File: src/include/dmc_pkg.sv
// Constants and types of the multiplexed DRAM cycle controller
// What this block does
// - Cell address goes out as row half then column half; chip select with row half, held through column.
// - Read cycles keep write enable high while column strobe is low.
// - Early write: data held valid around the column strobe falling edge.
// - Delayed write: data held valid around the write enable falling edge.
// - Read-modify-write lowers write enable only after column access time, strobes low.
package dmc_pkg;

   localparam int CLK_PERIOD_NS         = 40;
   // Device timing, plain defaults; adjust to the fitted part
   localparam int ROW_ADDRESS_HOLD_NS   = 20;
   localparam int COLUMN_ACCESS_TIME_NS = 165;
   localparam int RAS_ACTIVE_NS         = 250;
   localparam int WE_PULSE_NS           = 45;
   localparam int PRECHARGE_NS          = 100;

   // Least times round up to whole cycles
   localparam logic [3:0] ROW_HOLD_CYC   = 4'((ROW_ADDRESS_HOLD_NS + CLK_PERIOD_NS - 1) / CLK_PERIOD_NS);
   localparam logic [3:0] CAC_CYC        = 4'((COLUMN_ACCESS_TIME_NS + CLK_PERIOD_NS - 1) / CLK_PERIOD_NS);
   localparam logic [3:0] RAS_ACTIVE_CYC = 4'((RAS_ACTIVE_NS + CLK_PERIOD_NS - 1) / CLK_PERIOD_NS);
   localparam logic [3:0] WE_PULSE_CYC   = 4'((WE_PULSE_NS + CLK_PERIOD_NS - 1) / CLK_PERIOD_NS);
   localparam logic [3:0] PRECHARGE_CYC  = 4'((PRECHARGE_NS + CLK_PERIOD_NS - 1) / CLK_PERIOD_NS);
   localparam logic [3:0] DELAYED_WE_CYC = 4'h1;

   // Field split of the 12-bit cell address
   localparam int ROW_LSB = 0;
   localparam int COL_LSB = 6;

   typedef enum logic [2:0] {
      KIND_READ          = 3'h0,
      KIND_EARLY_WRITE   = 3'h1,
      KIND_DELAYED_WRITE = 3'h2,
      KIND_RMW           = 3'h3,
      KIND_REFRESH       = 3'h4
   } dmc_kind_type;

   typedef enum logic [2:0] {
      ST_IDLE   = 3'h0,
      ST_ROW    = 3'h1,
      ST_HOLD   = 3'h2,
      ST_COL    = 3'h3,
      ST_ACCESS = 3'h4,
      ST_WRITE  = 3'h5,
      ST_PRE    = 3'h6
   } dmc_fsm_type;

   typedef struct packed {
      dmc_kind_type kind;
      logic [11:0]  addr;
      logic         select;
      logic         wdata;
   } dmc_cmd_type;

   typedef struct packed {
      logic       ras_n;
      logic       cas_n;
      logic       we_n;
      logic       cs_n;
      logic [5:0] addr;
      logic       din;
   } dmc_pins_type;

   typedef struct packed {
      dmc_fsm_type  fsm;
      logic [3:0]   cnt;
      logic [3:0]   cas_age;
      dmc_kind_type kind;
      logic [5:0]   col;
      logic         sel;
      logic         ready;
      logic         rd_valid;
      logic         rd_data;
      dmc_pins_type pins;
   } dmc_state_type;

   localparam dmc_pins_type PINS_IDLE = '{ras_n: 1'b1, cas_n: 1'b1, we_n: 1'b1, cs_n: 1'b1,
                                          addr: 6'h00, din: 1'b0};

   localparam dmc_state_type STATE_RESET = '{fsm: ST_IDLE, cnt: 4'h0, cas_age: 4'h0,
                                             kind: KIND_READ, col: 6'h00, sel: 1'b0,
                                             ready: 1'b0, rd_valid: 1'b0, rd_data: 1'b0,
                                             pins: PINS_IDLE};

endpackage

File: src/verilog/dmc_ctrl.sv
// Host-side cycle controller driving a multiplexed-address 4096 x 1 dynamic RAM
`timescale 1ns/100ps
`default_nettype none

module dmc_ctrl (
   // Clock and reset
   input  wire logic                  CORE_CLK,
   input  wire logic                  RESET_N,
   // Command port
   input  wire logic                  CMD_VALID,
   input  wire dmc_pkg::dmc_cmd_type  CMD,
   output logic                       CMD_READY,
   output logic                       RD_VALID,
   output logic                       RD_DATA,
   // Memory pins
   output dmc_pkg::dmc_pins_type      PINS,
   input  wire logic                  DRAM_DOUT
);

   dmc_pkg::dmc_state_type s_reg;
   dmc_pkg::dmc_state_type s_next;

   always_comb begin
      s_next          = s_reg;
      s_next.rd_valid = 1'b0;
      // Age of the open column strobe, saturating
      if (s_reg.pins.cas_n) begin
         s_next.cas_age = 4'h0;
      end else if (s_reg.cas_age != 4'hf) begin
         s_next.cas_age = s_reg.cas_age + 4'h1;
      end
      case (s_reg.fsm)
         dmc_pkg::ST_IDLE: begin
            s_next.ready = 1'b1;
            if (CMD_VALID && s_reg.ready) begin
               s_next.ready     = 1'b0;
               s_next.kind      = CMD.kind;
               s_next.sel       = CMD.select;
               s_next.col       = CMD.addr[dmc_pkg::COL_LSB +: 6];
               // Row half goes out first, one cycle ahead of the row strobe
               s_next.pins.addr = CMD.addr[dmc_pkg::ROW_LSB +: 6];
               // Data is held for the whole cycle so either capture edge sees it
               s_next.pins.din  = CMD.wdata;
               s_next.pins.we_n = (CMD.kind != dmc_pkg::KIND_EARLY_WRITE);
               s_next.pins.cs_n = ~CMD.select;
               s_next.fsm       = dmc_pkg::ST_ROW;
            end
         end
         dmc_pkg::ST_ROW: begin
            s_next.pins.ras_n = 1'b0;
            s_next.cnt        = (s_reg.kind == dmc_pkg::KIND_REFRESH) ?
                                dmc_pkg::RAS_ACTIVE_CYC : dmc_pkg::ROW_HOLD_CYC;
            s_next.fsm        = dmc_pkg::ST_HOLD;
         end
         dmc_pkg::ST_HOLD: begin
            if (s_reg.cnt > 4'h1) begin
               s_next.cnt = s_reg.cnt - 4'h1;
            end else if (s_reg.kind == dmc_pkg::KIND_REFRESH) begin
               // Row-only cycle: no column strobe, device output untouched
               s_next.pins = dmc_pkg::PINS_IDLE;
               s_next.cnt  = dmc_pkg::PRECHARGE_CYC;
               s_next.fsm  = dmc_pkg::ST_PRE;
            end else begin
               // Switch to the column half only with the row strobe already low
               s_next.pins.addr = s_reg.col;
               s_next.fsm       = dmc_pkg::ST_COL;
            end
         end
         dmc_pkg::ST_COL: begin
            // Column half has had one full cycle of setup
            s_next.pins.cas_n = 1'b0;
            s_next.cnt        = (s_reg.kind == dmc_pkg::KIND_DELAYED_WRITE) ?
                                dmc_pkg::DELAYED_WE_CYC : dmc_pkg::CAC_CYC;
            s_next.fsm        = dmc_pkg::ST_ACCESS;
         end
         dmc_pkg::ST_ACCESS: begin
            if (s_reg.cnt > 4'h1) begin
               s_next.cnt = s_reg.cnt - 4'h1;
            end else begin
               if (s_reg.kind == dmc_pkg::KIND_READ || s_reg.kind == dmc_pkg::KIND_RMW) begin
                  s_next.rd_data  = DRAM_DOUT;
                  s_next.rd_valid = s_reg.sel;
               end
               if (s_reg.kind == dmc_pkg::KIND_RMW || s_reg.kind == dmc_pkg::KIND_DELAYED_WRITE) begin
                  // Write enable falls after the column strobe, both strobes still low
                  s_next.pins.we_n = 1'b0;
                  s_next.cnt       = dmc_pkg::WE_PULSE_CYC;
                  s_next.fsm       = dmc_pkg::ST_WRITE;
               end else begin
                  s_next.pins = dmc_pkg::PINS_IDLE;
                  s_next.cnt  = dmc_pkg::PRECHARGE_CYC;
                  s_next.fsm  = dmc_pkg::ST_PRE;
               end
            end
         end
         dmc_pkg::ST_WRITE: begin
            if (s_reg.cnt > 4'h1) begin
               s_next.cnt = s_reg.cnt - 4'h1;
            end else begin
               s_next.pins = dmc_pkg::PINS_IDLE;
               s_next.cnt  = dmc_pkg::PRECHARGE_CYC;
               s_next.fsm  = dmc_pkg::ST_PRE;
            end
         end
         dmc_pkg::ST_PRE: begin
            // Strobes stay high long enough for the device to precharge
            if (s_reg.cnt > 4'h1) begin
               s_next.cnt = s_reg.cnt - 4'h1;
            end else begin
               s_next.ready = 1'b1;
               s_next.fsm   = dmc_pkg::ST_IDLE;
            end
         end
         default: begin
            s_next = dmc_pkg::STATE_RESET;
         end
      endcase
   end

   always_ff @(posedge CORE_CLK or negedge RESET_N) begin
      if (!RESET_N) begin
         s_reg <= dmc_pkg::STATE_RESET;
      end else begin
         s_reg <= s_next;
      end
   end

   assign CMD_READY = s_reg.ready;
   assign RD_VALID  = s_reg.rd_valid;
   assign RD_DATA   = s_reg.rd_data;
   assign PINS      = s_reg.pins;
endmodule

`default_nettype wire

File: config.mk
export PLATFORM = sky130hd
export DESIGN_NAME = dmc_ctrl
export DESIGN_NICKNAME = d
export VERILOG_FILES = /design/src/include/dmc_pkg.sv /design/src/verilog/dmc_ctrl.sv
export SDC_FILE = /design/constraint.sdc
export NUM_CORES = 1
export LEC_CHECK = 0
export BUFFER_PORTS_ARGS = -buffer_cell sky130_fd_sc_hd__buf_4
export CAP_MARGIN = 20
export CELL_PAD_IN_SITES_DETAIL_PLACEMENT = 0
export CELL_PAD_IN_SITES_GLOBAL_PLACEMENT = 2
export CORE_MARGIN = 8
export CORE_UTILIZATION = 37
export DETAILED_ROUTE_END_ITERATION = 10
export HOLD_SLACK_MARGIN = 0.06
export PLACE_DENSITY_LB_ADDON = 0.12
export SYNTH_ARGS = -nofsm -noshare
export SYNTH_HDL_FRONTEND = slang
export SYNTH_SLANG_ARGS = --single-unit
File: constraint.sdc
create_clock -name CORE_CLK -period 3.7 [get_ports CORE_CLK]
set_input_delay 0.37 -clock CORE_CLK [delete_from_list [all_inputs] [get_ports CORE_CLK]]
set_output_delay 0.37 -clock CORE_CLK [all_outputs]
set_load 0.05 [all_outputs]
== Word-level counts from Yosys, hierarchy flattened ==
Cells that the tools add are included.
Widths: inputs -> output; s select.

* Logic and storage cells: 100
* Output and inout bits: 14
* Bits of input ports: 21
* Bits in registers: 31

* Equal/unequal tests: 20
* Add/subtract/negate cells: 1
* Bitwise logic cells: 8
* Multiplexer cells: 35
* Reduce and logical (&&, ||, !) cells: 21
* $lt $le $gt $ge: 1

{| class="wikitable"
|+ Operators by type and width
! kind !! count
|-
| $pmux 9 s5 || 1
|-
| $mux 11 || 3
|-
| $pmux 4 s7 || 1
|-
| $mux 3 || 8
|-
| $mux 4 || 6
|-
| $reduce_and 6->1 || 4
|-
| $pmux 3 s7 || 1
|-
| $pmux 10 s2 || 1
|-
| $ne 2x2->1 const B || 9
|-
| $mux 13 || 1
|-
| $eq 3x2->1 const B || 4
|-
| $eq 3x3->1 const B || 4
|-
| $mux 6 || 2
|-
| $reduce_or 6->1 || 2
|-
| $pmux 1 s5 || 2
|-
| $mux 9 || 1
|-
| $reduce_or 3->1 || 3
|-
| $mux 8 || 1
|-
| $not 1->1 || 8
|-
| $reduce_and 7->1 || 1
|-
| $logic_not 3->1 || 2
|-
| $reduce_and 3->1 || 2
|-
| $reduce_and 5->1 || 1
|-
| $reduce_or 5->1 || 1
|-
| other kinds (12) || 17
|}

== Logic depth before layout (Yosys ltp) ==
* Depth in word-level cells: 5
* Gate-level depth with buffers: 8
* Mapped depth without buffers: 7

== Least setup slack after synthesis ==
No wires, ideal clock.

* Path type: flip-flop to flip-flop
* From: register s_reg[28] (netlist bit)
* To: register s_reg, in the netlist PINS[1]
* Data required time: 3.575 ns
* Cell stages (with the launch flop): 9
* Path slack: 1.735 ns
* Setup time: 0.125 ns
* Arrival time: 1.840 ns
* Cell sequence: dfrtp_1 > inv_1 > ha_1 > nor2_1 > nor3_1 > buf_2 > o211ai_1 > o221a_2 > mux2_2

* Cells in the longest elaborated chain, start to end: 3

{| class="wikitable"
|+ Ends and longest elaborated chain
! element !! line !! RTL
|-
| start: declaration || dmc_ctrl.sv:20 || <nowiki>dmc_pkg::dmc_state_type s_reg;</nowiki>
|-
| start signal: assignment || dmc_ctrl.sv:122 || <nowiki>s_reg <= dmc_pkg::STATE_RESET;</nowiki>
|-
| start signal: assignment || dmc_ctrl.sv:124 || <nowiki>s_reg <= s_next;</nowiki>
|-
| $gt 4x1->1 * || dmc_ctrl.sv:56, dmc_ctrl.sv:77, dmc_ctrl.sv:97 ||
|-
| $ne 2x2->1 (no line) || -- ||
|-
| $reduce_and 6->1 (no line) * || -- ||
|}

Mark *: on every way between the ends. The rest lies on a longest branch, timed or not.
A chain may end at the register's enable or synchronous reset.

== Worst setup path in the final report ==
* From: register s_reg[33] (netlist bit)
* To: register s_reg, in the netlist PINS[7]

* Cells in the longest elaborated chain, start to end: 4

{| class="wikitable"
|+ Ends and longest elaborated chain
! element !! line !! RTL
|-
| $eq 3x3->1, or another cell as far along || dmc_ctrl.sv:32 || <nowiki>case (s_reg.fsm)</nowiki>
|-
| $reduce_or 3->1 (no line) || -- ||
|-
| $not 1->1 (no line) || -- ||
|-
| $reduce_and 7->1 (no line) || -- ||
|}

Parallel ways exist; a longest one is shown, timed or not.

==> metrics.md <==
| Metric | Value |
|---|---|
| Total Power | `2.260 mW` |
| Max Buffers Root-to-Sink | `2` |
| Netlist cell types | `54` |
| H-Tree Depth | `2` |
| Asr flop ratio synth | `100.0%` |
| Final setup violation count | `0` |
| Die Ht | `90.20 um` |
| #FFs+latches synth | `31` |
| Fmax | `between 300 and 400 MHz` |
| Fillers | `roughly 550` |
| Row count | `27` |
| Cell count after synthesis | `222` |
| Top post-synthesis cells by area | `dfrtp_1 (33%), nand2_1 (5.7%), o21ai_0 (5.7%), dfstp_2 (5.2%), buf_4 (4.8%)` |
| Period utilization | `71.65%` |
| Post-synth EDFFs | `0` |
| Initial antenna violation count | `0` |
| Pwr Density | `978.9 mW/mm^2` |
| Most frequent cells in the layout | `buf_4 (37), nand2_1 (31), dfrtp_1 (27), o21ai_0 (23), a21oi_1 (13)` |
| Root Driver | `clkbuf_8` |
| CTS clk-pin slew, worst paths | `around 70 ps` |
| Worst path slowest cell | `and3_1` |
| Setup Skew | `around 4.2 ps` |
| First-pass GRT wire length | `8880 um` |
| CTS sink count | `31` |
| Register area share after synthesis | `38.33%` |
| Routability cong. | `0.8415` |
| Final hold violation count | `0` |
| Main synth FF type | `dfrtp_1` |
| Peak VDD IR | `0.4551 mV` |
| Worst Setup Path Type | `reg2reg` |
| Via density | `about 5.4` |
| Synthesized net count | `249` |
| Worst Max-Slew Pin Slew | `approximately 900 ps` |
| Setup TNS | `0 ps` |
| Total CTS buffers | `5` |
| Initial Utilization | `about 38%` |
| Worst Hold Class | `in2reg` |
| Final min period | `2651 ps` |
| Clk_lat worst skew | `between 200 and 300 ps` |
| Final HPWL DP | `between 3000 and 4000 um` |
| Register area | `just under 800 um^2` |
| Synthesized area per cell | `9.175 um^2` |
| Buf/Inv on CP | `1` |
| CP max FO | `21` |
| DR WL/cell | `around 17 um` |
| Post-Syn Area | `0.002037 mm^2` |
| CTS tree | `built` |
| Pre-antenna DRT Iters | `4` |
| Dominant cell type by area after synthesis | `dfrtp_1` |
| Worst EP required | `3910 ps` |
| Die area | `about 0.008 mm^2` |
| Max-Cap Viols | `0` |
| Port Buffers | `34` |
| Wirelength, routed | `5260 um` |
| CTS-repair resized insts | `0` |
| CP delay by family, top | `simple AND/OR/NAND/NOR gates` |
| Largest net degree at the start of global routing | `32` |
| Post-synth top area share | `33.17%` |
| GR Overflow Total | `0` |
| Final Max Slew Viols | `0` |
| DRT antenna net count | `0` |
| Peak per-stage delay on the critical path | `approximately 620 ps` |
| Crit path DAT | `2870 ps` |
| Hold_ws | `284.6 ps` |
| Critical Path End Type | `flip-flop` |
| Drc violations | `0` |
| Number of flip-flops under the largest register name | `17` |
| Status | `finished clean` |
| Synth warn | `0` |
| Leakage | `0.9954 nW` |
| Commonest non-fill, non-tap cell in the layout | `buf_4` |
| Slew HR | `around two fifths` |
| Total Nets Final | `around 270` |
| First-iteration detailed-routing DRC count | `60` |
| Vias post-DR | `between 1,500 and 2,000` |
| Vias in the first global route | `between 1,500 and 2,000` |
| Overall Global Routing Usage | `about an eighth` |
| Ant diodes | `0` |
| RSZ-0062 raised after global routing | `false` |
| Core Area | `0.005405 mm^2` |
| Crit path cell chain | `buf_4 > nor3_4 > and3_1 > a21oi_1 > a21oi_2 > mux2_2` |
| Layout area overhead | `13.33%` |
| Die width | `90.20 um` |
| Share of post-route cells with drive strength above 1 | `28.10%` |
| IO Count | `35` |
| CP startpoint kind | `flip-flop` |
| Area occupied by multi-input gates | `between 0.001 and 0.0015 mm^2` |
==> cells in the mapped netlist, drive strengths merged (2+ instances only) <==
cell / number
a21oi: 14
a211oi: 2
or3: 2
o2bb2ai: 3
inv: 7
a22o: 6
o31ai: 2
or2: 2
or4: 2
a31oi: 2
o21ai: 23
nand2: 31
o41ai: 2
o21bai: 4
o211ai: 3
dfrtp: 27
buf: 17
a22oi: 4
o21a: 2
nor2: 9
mux2: 8
ha: 6
clkbuf: 8
o22ai: 2
nand3: 3
nor4b: 3
nor3: 7
dfstp: 4
==> cell families after synthesis <==
logic type	Yosys count	synth area share (%)
compound gates	74	24.51
xor+xnor	1	0.4301
fa+ha+maj	6	3.685
buf+inv	33	10.87
flops	31	38.33
mux	9	4.914
simple gates	68	17.26
==> repair_timing <==
item	CTS	global route
hold buffers	1	0
setup buffers	0	0
endpoints found under the hold margin	27	0
==> report_power, final <==
group,switching [mW],internal [mW],leakage [nW]
logic,0.801,0.521,0.568
clock network,0.140,0.131,0.0402
registers,0.174,0.494,0.387
==> final cells by class <==
class / instances / area share, %
clock buffers: 5 / 2.981
clock inverters: 3 / 0.8672
inverters: 7 / 1.138
multi-input cells: 158 / 44.82
flip-flops and latches: 31 / 33.82
well taps: 72 / 3.902
repair buffers: 38 / 12.47
==> metrics by stage <==
stage	area, um^2	setup WS [ps]	utilization [%]	instances
after floorplan	2037	1735	-	222
after global placement	2210	1182	40.88	305
after detailed placement	2210	1092	40.88	305
after CTS	2308	1081	42.71	314
after global routing	2308	828.9	42.71	314
final	2308	1049	42.71	314
==> worst min-delay path, stage by stage <==
cell and delay (ps):
buf_4 80, nand2_1 40, o21ai_0 50
==> metal layers <==
| metal | vias to the layer above | global-route usage [%] | part of all wire (%) |
|---|---|---|---|
| met5 | - | 0 | 0 |
| met4 | 0 | 4.022 | 1.4 |
| met3 | 9 | 3.325 | 4.1 |
| met2 | 41 | 24.11 | 53 |
| met1 | 813 | 14.94 | 42 |
| li1 | 833 | - | - |
==> worst paths after layout <==
path,endpoint,cells past startpoint,slack [ps],start
max,PINS[7],6,1050,s_reg[33]
min,s_reg[16],3,280,CMD[9]
max reg2reg,PINS[7],6,1050,s_reg[33]
min reg2reg,RD_VALID,1,500,s_reg[14]
max in group asynchronous,PINS[7],2,2810,RESET_N
min in group asynchronous,s_reg[20],2,550,RESET_N
(Power assumes the default switching activity.)
